===== src/inc/rfstq_consts.svh =====
// rfstq_consts.svh: offsets, bit positions and reset values of the
// receive status / transmit enqueue register bank.
// assumes it is included once per unit by its bare name.
`ifndef RFSTQ_CONSTS_SVH
`define RFSTQ_CONSTS_SVH

// byte offsets on the host bus (16-bit registers, even addresses)
`define RFSTQ_OFS_RX_STATUS   12'h17c
`define RFSTQ_OFS_RX_BYTES    12'h17e
`define RFSTQ_OFS_TX_CMD      12'h180

// rx_frame_header_status bit positions
`define RFSTQ_B_FRAME_VALID   15
`define RFSTQ_B_ICMP_BAD      13
`define RFSTQ_B_IP_BAD        12
`define RFSTQ_B_TCP_BAD       11
`define RFSTQ_B_UDP_BAD       10
`define RFSTQ_B_BCAST         7
`define RFSTQ_B_MCAST         6
`define RFSTQ_B_UCAST         5
`define RFSTQ_B_ETHTYPE       3
`define RFSTQ_B_RUNT          1
`define RFSTQ_B_CRC_ERR       0

// tx_queue_command bit positions and reset value
`define RFSTQ_B_SPACE_MON     1
`define RFSTQ_B_MAN_ENQ       0
`define RFSTQ_TX_CMD_RST      2'h0

// length/type values above this mark an ethernet-type frame
`define RFSTQ_ETHTYPE_MIN     16'h05dc
// group bit of the destination address (first octet, lsb)
`define RFSTQ_GROUP_BIT       40

`endif


===== src/inc/rfstq_pkg.sv =====
// rfstq_pkg: types shared by the register bank and its bench.
// assumes nothing beyond a systemverilog compiler.
`default_nettype none

package rfstq_pkg;

    // host bus request, synchronous to clk
    typedef struct packed {
        logic        rd;
        logic        wr;
        logic [11:0] addr;
        logic [1:0]  be;
        logic [15:0] wdata;
    } rfstq_host_req_t;

    // head frame of the receive queue as the receive path reports it
    typedef struct packed {
        logic        icmp_bad;
        logic        ip_bad;
        logic        tcp_bad;
        logic        udp_bad;
        logic        runt;
        logic        crc_err;
        logic [47:0] dest_mac;
        logic [15:0] len_type;
        logic [11:0] byte_size;
    } rfstq_rx_head_t;

    // presentation of the head frame
    typedef enum logic [2:0] {
        RFSTQ_EMPTY = 3'h1,
        RFSTQ_SHOW  = 3'h2,
        RFSTQ_DROP  = 3'h4
    } rfstq_rx_state_t;

endpackage

`default_nettype wire


===== src/verilog/rfstq_regs.sv =====
// rfstq_regs: host-visible receive frame status, receive byte count
// and transmit queue command registers of the processor port.
// assumes the host bus and the queue signals are all on clk; the
// receive path holds the head frame stable while head_valid is high.
`include "rfstq_consts.svh"
`default_nettype none

module rfstq_regs
(
    // clock, reset, enable
    input  wire logic                   clk,
    input  wire logic                   nrst,
    input  wire logic                   ce,
    // host bus
    input  wire rfstq_pkg::rfstq_host_req_t host_req,
    output logic [15:0]                 host_rdata,
    output logic                        host_rvalid,
    // receive queue head
    input  wire logic                   rxq_head_valid,
    input  wire rfstq_pkg::rfstq_rx_head_t rxq_head,
    input  wire logic                   pass_bad_frame,
    output logic                        rxq_drop,
    // transmit queue
    input  wire logic [12:0]            tx_free_bytes,
    input  wire logic [12:0]            tx_space_request,
    input  wire logic                   tx_frame_done,
    output logic                        txq_enqueue,
    output logic                        tx_space_event,
    output logic [1:0]                  tx_cmd_bits
);

    // hazards a user of this bank must know:
    // - the host bus is taken as synchronous to clk; a host on its own
    //   clock needs a bridge in front of this port
    // - status and count are captured once per frame, so a receive path
    //   that changes the head frame without dropping head_valid first
    //   goes unnoticed until head_valid falls
    // - an 8-bit host that reads the high count byte without the low
    //   byte first gets the nibble of an earlier frame
    // - a command write of 1 while the bit is still set is absorbed; it
    //   neither queues a second frame nor re-arms the monitor
    // - ce low freezes every register, the read answer included

    // decoded accesses
    logic                       rd_status;
    logic                       rd_bytes;
    logic                       wr_cmd;
    logic                       rd_cmd;

    // receive presentation
    rfstq_pkg::rfstq_rx_state_t rx_st_r;
    rfstq_pkg::rfstq_rx_state_t rx_st_nxt;
    logic [15:0]                status_r;
    logic [15:0]                status_nxt;
    logic [11:0]                bytes_r;
    logic [3:0]                 bytes_hi_snap_r;
    logic                       head_bad;

    // transmit command
    logic                       enq_r;
    logic                       mon_r;
    logic                       mon_fired_r;
    logic                       space_ok;

    // read data path
    logic [15:0]                rdata_r;
    logic                       rvalid_r;
    logic                       drop_r;
    logic                       enq_pulse_r;
    logic                       event_r;

    // true when a host access hits the 16-bit word at ofs
    function automatic logic hits(input logic [11:0] addr,
                                  input logic [11:0] ofs);
        hits = (addr[11:1] == ofs[11:1]);
    endfunction

    // merge the enabled byte lanes into a read word
    function automatic logic [15:0] lanes(input logic [15:0] w,
                                          input logic [1:0]  be);
        lanes = {(be[1] ? w[15:8] : 8'h00), (be[0] ? w[7:0] : 8'h00)};
    endfunction

    // one reset bit of the command word; both command bits use it,
    // so the reset value is kept in a single place
    function automatic logic cmd_rst_bit(input int pos);
        logic [1:0] rst_word;
        rst_word    = `RFSTQ_TX_CMD_RST;
        cmd_rst_bit = rst_word[pos];
    endfunction

    // address decode; writes to the read-only words decode to nothing.
    // only the low lane carries command bits, so a high-lane-only
    // write to the command word is dropped as well
    assign rd_status = host_req.rd && hits(host_req.addr,
                                           `RFSTQ_OFS_RX_STATUS);
    assign rd_bytes  = host_req.rd && hits(host_req.addr,
                                           `RFSTQ_OFS_RX_BYTES);
    assign rd_cmd    = host_req.rd && hits(host_req.addr,
                                           `RFSTQ_OFS_TX_CMD);
    assign wr_cmd    = host_req.wr && host_req.be[0]
                       && hits(host_req.addr, `RFSTQ_OFS_TX_CMD);

    // runt and crc frames are the bad ones the host may not see
    assign head_bad = rxq_head.runt || rxq_head.crc_err;

    // status word built from the head frame, valid bit always set here
    always_comb
    begin
        status_nxt = 16'h0000;
        status_nxt[`RFSTQ_B_ICMP_BAD] = rxq_head.icmp_bad;
        status_nxt[`RFSTQ_B_IP_BAD]   = rxq_head.ip_bad;
        status_nxt[`RFSTQ_B_TCP_BAD]  = rxq_head.tcp_bad;
        status_nxt[`RFSTQ_B_UDP_BAD]  = rxq_head.udp_bad;
        status_nxt[`RFSTQ_B_BCAST]    =
            (rxq_head.dest_mac == 48'hffffffffffff);
        status_nxt[`RFSTQ_B_MCAST]    =
            rxq_head.dest_mac[`RFSTQ_GROUP_BIT];
        status_nxt[`RFSTQ_B_UCAST]    =
            !rxq_head.dest_mac[`RFSTQ_GROUP_BIT];
        status_nxt[`RFSTQ_B_ETHTYPE]  =
            (rxq_head.len_type > `RFSTQ_ETHTYPE_MIN);
        status_nxt[`RFSTQ_B_RUNT]     = rxq_head.runt;
        status_nxt[`RFSTQ_B_CRC_ERR]  = rxq_head.crc_err;
        status_nxt[`RFSTQ_B_FRAME_VALID] = 1'b1;
    end

    // next presentation state
    always_comb
    begin
        rx_st_nxt = rx_st_r;
        case (rx_st_r)
            rfstq_pkg::RFSTQ_EMPTY:
            begin
                if (rxq_head_valid && head_bad && !pass_bad_frame)
                    rx_st_nxt = rfstq_pkg::RFSTQ_DROP;
                else if (rxq_head_valid)
                    rx_st_nxt = rfstq_pkg::RFSTQ_SHOW;
            end
            rfstq_pkg::RFSTQ_SHOW:
            begin
                if (!rxq_head_valid)
                    rx_st_nxt = rfstq_pkg::RFSTQ_EMPTY;
            end
            rfstq_pkg::RFSTQ_DROP:
            begin
                // wait for the queue to let go of the dropped frame
                if (!rxq_head_valid)
                    rx_st_nxt = rfstq_pkg::RFSTQ_EMPTY;
            end
            default:
                rx_st_nxt = rfstq_pkg::RFSTQ_EMPTY;
        endcase
    end

    // presentation state register
    always_ff @(posedge clk or negedge nrst)
    begin
        if (!nrst)
            rx_st_r <= rfstq_pkg::RFSTQ_EMPTY;
        else if (ce)
            rx_st_r <= rx_st_nxt;
    end

    // status and count are captured once, when the frame is shown,
    // so the host sees a stable pair even if the head inputs wander
    always_ff @(posedge clk or negedge nrst)
    begin
        if (!nrst)
        begin
            status_r <= 16'h0000;
            bytes_r  <= 12'h000;
        end
        else if (ce)
        begin
            if (rx_st_r == rfstq_pkg::RFSTQ_EMPTY
                && rx_st_nxt == rfstq_pkg::RFSTQ_SHOW)
            begin
                status_r <= status_nxt;
                bytes_r  <= rxq_head.byte_size;
            end
            else if (rx_st_nxt != rfstq_pkg::RFSTQ_SHOW)
            begin
                status_r <= 16'h0000;
                bytes_r  <= 12'h000;
            end
        end
    end

    // one drop pulse per withheld frame
    always_ff @(posedge clk or negedge nrst)
    begin
        if (!nrst)
            drop_r <= 1'b0;
        else if (ce)
            drop_r <= (rx_st_r == rfstq_pkg::RFSTQ_EMPTY)
                      && (rx_st_nxt == rfstq_pkg::RFSTQ_DROP);
    end

    // a low-byte-only read freezes the high nibble, so an 8-bit host
    // reading low then high gets one coherent count
    always_ff @(posedge clk or negedge nrst)
    begin
        if (!nrst)
            bytes_hi_snap_r <= 4'h0;
        else if (ce && rd_bytes && host_req.be == 2'b01)
            bytes_hi_snap_r <= bytes_r[11:8];
    end

    // free space meets the request from the host
    assign space_ok = (tx_free_bytes >= tx_space_request);

    // manual enqueue bit: set by a write of 1, cleared when the
    // frame is out; a write landing with done keeps the bit set
    always_ff @(posedge clk or negedge nrst)
    begin
        if (!nrst)
            enq_r <= cmd_rst_bit(`RFSTQ_B_MAN_ENQ);
        else if (ce)
        begin
            if (wr_cmd && host_req.wdata[`RFSTQ_B_MAN_ENQ])
                enq_r <= 1'b1;
            else if (tx_frame_done)
                enq_r <= 1'b0;
        end
    end

    // one enqueue pulse per accepted command; a write while the bit
    // is still set asks for nothing new
    always_ff @(posedge clk or negedge nrst)
    begin
        if (!nrst)
            enq_pulse_r <= 1'b0;
        else if (ce)
            enq_pulse_r <= wr_cmd && !enq_r
                           && host_req.wdata[`RFSTQ_B_MAN_ENQ];
    end

    // memory-available monitor bit, same set-over-clear order
    always_ff @(posedge clk or negedge nrst)
    begin
        if (!nrst)
            mon_r <= cmd_rst_bit(`RFSTQ_B_SPACE_MON);
        else if (ce)
        begin
            if (wr_cmd && host_req.wdata[`RFSTQ_B_SPACE_MON])
                mon_r <= 1'b1;
            else if (tx_frame_done)
                mon_r <= 1'b0;
        end
    end

    // the space event fires once per arming of the monitor, not on
    // every cycle the room stays available
    always_ff @(posedge clk or negedge nrst)
    begin
        if (!nrst)
            mon_fired_r <= 1'b0;
        else if (ce)
        begin
            if (wr_cmd && host_req.wdata[`RFSTQ_B_SPACE_MON] && !mon_r)
                mon_fired_r <= 1'b0;
            else if (mon_r && space_ok)
                mon_fired_r <= 1'b1;
        end
    end

    // space event pulse toward the interrupt status logic
    always_ff @(posedge clk or negedge nrst)
    begin
        if (!nrst)
            event_r <= 1'b0;
        else if (ce)
            event_r <= mon_r && space_ok && !mon_fired_r;
    end

    // registered read data; unmapped words and reserved bits read 0.
    // the answer is a flop rather than a mux so the host sees a value
    // that does not ripple with the head inputs during the cycle;
    // the price is one cycle of read latency on every access
    always_ff @(posedge clk or negedge nrst)
    begin
        if (!nrst)
        begin
            rdata_r  <= 16'h0000;
            rvalid_r <= 1'b0;
        end
        else if (ce)
        begin
            rvalid_r <= host_req.rd;
            if (rd_status)
                rdata_r <= lanes(status_r, host_req.be);
            else if (rd_bytes && host_req.be == 2'b10)
                rdata_r <= {4'h0, bytes_hi_snap_r, 8'h00};
            else if (rd_bytes)
                rdata_r <= lanes({4'h0, bytes_r},
                                 host_req.be);
            else if (rd_cmd)
                rdata_r <= lanes({14'h0000, mon_r, enq_r},
                                 host_req.be);
            else
                rdata_r <= 16'h0000;
        end
    end

    // outputs
    assign host_rdata     = rdata_r;
    assign host_rvalid    = rvalid_r;
    assign rxq_drop       = drop_r;
    assign txq_enqueue    = enq_pulse_r;
    assign tx_space_event = event_r;
    assign tx_cmd_bits    = {mon_r, enq_r};

endmodule

`default_nettype wire


===== config.mk =====
export PLATFORM = sky130hd
export DESIGN_NAME = rfstq_regs
export DESIGN_NICKNAME = d
export VERILOG_FILES = /design/src/inc/rfstq_pkg.sv /design/src/verilog/rfstq_regs.sv
export VERILOG_INCLUDE_DIRS = /design/src /design/src/inc
export SDC_FILE = /design/constraint.sdc
export NUM_CORES = 1
export LEC_CHECK = 0
export BUFFER_PORTS_ARGS = -buffer_cell sky130_fd_sc_hd__buf_2
export CORE_ASPECT_RATIO = 0.5
export CORE_MARGIN = 5
export CORE_UTILIZATION = 39
export CTS_BUF_LIST = sky130_fd_sc_hd__clkbuf_16
export DETAILED_ROUTE_END_ITERATION = 6
export PLACE_DENSITY = 0.87
export REMOVE_ABC_BUFFERS = 1
export SLEW_MARGIN = 5
export SYNTH_ARGS = -nofsm -noshare
export SYNTH_HDL_FRONTEND = slang
export SYNTH_SLANG_ARGS = --single-unit

===== constraint.sdc =====
create_clock -name clk -period 1.8 [get_ports clk]
set_clock_uncertainty 0.2 [all_clocks]
set_input_delay 0.09 -clock clk [delete_from_list [all_inputs] [get_ports clk]]
set_output_delay 0.09 -clock clk [all_outputs]
set_load 0.02 [all_outputs]

==> out/results.tsv <==
stage	metric	value	unit
floorplanning	die area	8740	µm²
worst_hold_path	Hold Crit Start	rxq_head[65]	
power	Leak Pwr	2.19	nW
clock_tree	Clk pin slew, worst setup/hold paths	0.06	ns
detailed_routing	post-DR wirelength/cell	16.4	µm
timing	# setup viols final	0	
logic_synthesis	post-synthesis area per instance	11.0	µm²
detailed_routing	initial DRC count	132	
detailed_routing	Antenna Nets Post-Route	0	
logic_synthesis	async set-reset flop share out of synthesis	1.00	
place	Placed Cells	494	
detailed_routing	DRC violations left	0	
global_routing	vias in the first global route	2929	
power	total design power	0.00294	W
outcome	failing checks	hold timing	
critical_path	worst r2r dst	status_r[0]$_DFFE_PN0P_	
timing	count of final hold-check violations	1	
critical_path	Crit Path Class	reg2reg	
logic_synthesis	Cells after Synth	244	
finish	fin nets	602	
worst_hold_path	Worst Hold Class	in2reg	
logic_synthesis	Post-synth top flop	dfrtp_1	
detailed_routing	final WL	8.77	mm
logic_synthesis	post-synthesis cell area	2680	µm²
finish	area of the multi-input gates	1260	µm²
detailed_routing	Vias	2790	
critical_path	worst r2r path cells	5	
clock_tree	Longest Clk Path Bufs	2	
timing	final count of pins violating max slew	0	
finish	filler cell count	529	
critical_path	Crit path required time	1.82	ns
global_routing	largest net degree at the start of global routing	25	
critical_path	worst reg2reg setup slack	0.08	ns
logic_synthesis	Seq cells post-synth	52	
timing	Setup WS post-layout	0.0774	ns
global_routing	All-Layer GR Usage	0.204	
finish	n_diodes	0	
power	worst vdd ir	0.418	mV
outcome	outcome	complete, but fails checks	
logic_synthesis	Post-synth EDFFs	0	
critical_path	critical path arrival	1.74	ns
finish	share of layout cells above drive strength 1	0.429	
timing	Final min period	1.72	ns
floorplanning	die height	68.7	µm
global_routing	initial antenna violation count	0	
critical_path	CP Launch Type	flip-flop	
global_routing	first-pass GRT wire length	13.9	mm
critical_path	critical path endpoint category	flip-flop	
finish	Area Growth Syn to Fin	54.0	%
clock_tree	CTS sink cnt	52	
logic_synthesis	Seq/Total Area, Yosys	0.485	
floorplanning	num rows	21	
finish	Register Area	1300	µm²
clock_tree	CTS tree	built	
global_routing	GRT Residual Overflow	0	
logic_synthesis	Yosys cell types	48	
clock_tree	Clock Tree Root	clkbuf_16	
clock_tree	Max H-tree Level	2	
critical_path	reg2reg start	rx_st_r[0]$_DFFE_PN1P_	
clock_tree	clk_lat worst skew	0.29	ns
power	Cell Pwr Density	711	nW/µm²
timing	Worst Tran Pin Value	0.516	ns
timing	max frequency	0.581	GHz
detailed_routing	Initial DRT Pass Iterations	4	
finish	final std cells w/o fill	535	
timing	Worst slew margin	0.656	
floorplanning	Chip Width	127	µm
critical_path	critical path fanouts, max	8	
timing	RSZ-0062 raised after global routing	false	
place	Place WS	-0.0788	ns
floorplanning	# IOs	168	
worst_hold_path	Worst Hold Path EP	status_r[7]$_DFFE_PN0P_	
logic_synthesis	Warnings, synthesis	0	
place	gpl congestion	0.787	
place	DP HPWL	6.32	mm
worst_hold_path	hold depth	5	
place	IO Port Bufs	151	
clock_tree	TritonCTS Buffers	5	
critical_path	Setup crit start	rx_st_r[0]$_DFFE_PN1P_	
job	maximum capacitance violations	0	
floorplanning	core box area	6670	µm²
detailed_routing	Avg Vias per Cell	5.21	
timing	worst hold slack	-0.00931	ns
timing	Tcrit/Tclk final	0.957	
timing	setup TNS	0	ns
floorplanning	Initial Util	0.402	
==> stage by stage <==
| step | cell area (µm²) | util |
|---|---|---|
| 6_report | 4130 | 0.619 |
| 5_1_grt | 4130 | 0.619 |
| 4_1_cts | 4120 | 0.618 |
| 3_5_place_dp | 3650 | 0.546 |
| 3_3_place_gp | 3650 | 0.546 |
| 2_1_floorplan | 2630 | - |
==> power by group <==
group | internal, W | total [W] | leakage [nW] | switching, W
Sequential | 0.00129 | 0.00138 | 0.709 | 0.0000835
Clock | 0.000500 | 0.000884 | 0.0709 | 0.000385
Combinational | 0.000373 | 0.000679 | 1.41 | 0.000306
Total | 0.00217 | 0.00294 | 2.19 | 0.000775
==> metal layers <==
layer,vias up,global-route usage,part of all wire
met2,135,0.401,0.52
met3,25,0.0469,0.072
met1,1314,0.216,0.38
met4,0,0.0882,0.034
li1,1316,-,-
met5,-,0,0
==> timing repair <==
action / in CTS / in global routing
resized for setup: 0 / 3
hold endpoints to repair: 51 / 0
setup endpoints to repair: 0 / 7
buffers inserted: 0 / 0
hold buffers: 34 / 0
==> how the worst max path moves through the flow <==
stage                                          to  slack (ns)
after floorplan           status_r[7]$_DFFE_PN0P_       -0.11
final                     status_r[0]$_DFFE_PN0P_        0.08
after global placement    mon_fired_r$_DFFE_PN0P_       -0.04
after detailed placement  mon_fired_r$_DFFE_PN0P_       -0.08
after global routing       bytes_r[8]$_DFFE_PN0P_       0.009
after CTS                 txq_enqueue$_DFFE_PN0P_        0.02
==> logic make-up (layout without fill, tap and decap cells) <==
| group | after synthesis | count (layout) | share of synthesized area |
|---|---|---|---|
| buf+inv | 31 | 230 | 0.0485 |
| flops | 52 | 52 | 0.485 |
| xor+xnor | 1 | 1 | 0.00326 |
| mux | 14 | 14 | 0.0615 |
| compound gates | 65 | 65 | 0.193 |
| simple gates | 67 | 67 | 0.146 |
| fa+ha+maj | 13 | 13 | 0.0606 |
| other cells | 1 | 1 | 0.00140 |
==> state kept, by name, indices dropped and copies added, names as in the netlist <==
name and flops:
txq_enqueue 1, host_rdata 15, enq_r 1, bytes_r 12, bytes_hi_snap_r 4, rx_st_r 3, status_r 11, rxq_drop 1
host_rvalid 1, tx_space_event 1, mon_r 1, mon_fired_r 1
==> area by class of cell <==
class,instances,share of cell area
flip-flops and latches,52,0.315
clock inverters,2,0.00212
multi-input cells,161,0.305
inverters,20,0.0182
well taps,92,0.0279
clock buffers,5,0.0303
repair buffers,203,0.302
==> cells in the final DEF, fill, tap and decap left out, types with 2 or more instances in the layout <==
cell	n
buf_2	150
dfrtp_1	51
dlygate4sd3_1	34
a22o_1	25
inv_1	20
nand2_1	19
buf_4	18
nand4_1	16
o2bb2ai_1	13
ha_1	13
mux2i_1	6
nand3_1	6
nor2_1	6
o21ai_0	6
clkbuf_16	5
mux2_2	4
a31oi_1	4
mux2_4	4
a21oi_1	4
nor2b_1	3
nand2b_1	2
nor4_4	2
nand3b_1	2
o2111ai_1	2
nor4_1	2
a221o_1	2
==> cells in the mapped netlist (2+ instances only) <==
master / number / area [µm²]
a21oi_1: 4 / 20.0
a221o_1: 2 / 20.0
a22o_1: 25 / 219
a31oi_1: 4 / 25.0
buf_2: 2 / 10.0
buf_4: 3 / 22.5
clkbuf_1: 6 / 22.5
dfrtp_1: 51 / 1280
ha_1: 13 / 163
inv_1: 19 / 71.3
mux2_2: 4 / 45.0
mux2_4: 4 / 60.1
mux2i_1: 6 / 60.1
nand2_1: 19 / 71.3
nand2b_1: 2 / 12.5
nand3_1: 6 / 30.0
nand3b_1: 2 / 15.0
nand4_1: 16 / 100
nor2_1: 6 / 22.5
nor2b_1: 3 / 18.8
nor4_1: 2 / 12.5
o2111ai_1: 2 / 17.5
o21ai_0: 6 / 30.0
o2bb2ai_1: 13 / 114
==> worst max-delay path, stage by stage (launching register included) <==
cell,delay (ns)
dfstp_2,0.53
nor3b_1,0.23
and3_1,0.19
buf_4,0.17
buf_4,0.17
a22o_1,0.16
Note: power is estimated with default switching activity, not from simulation.
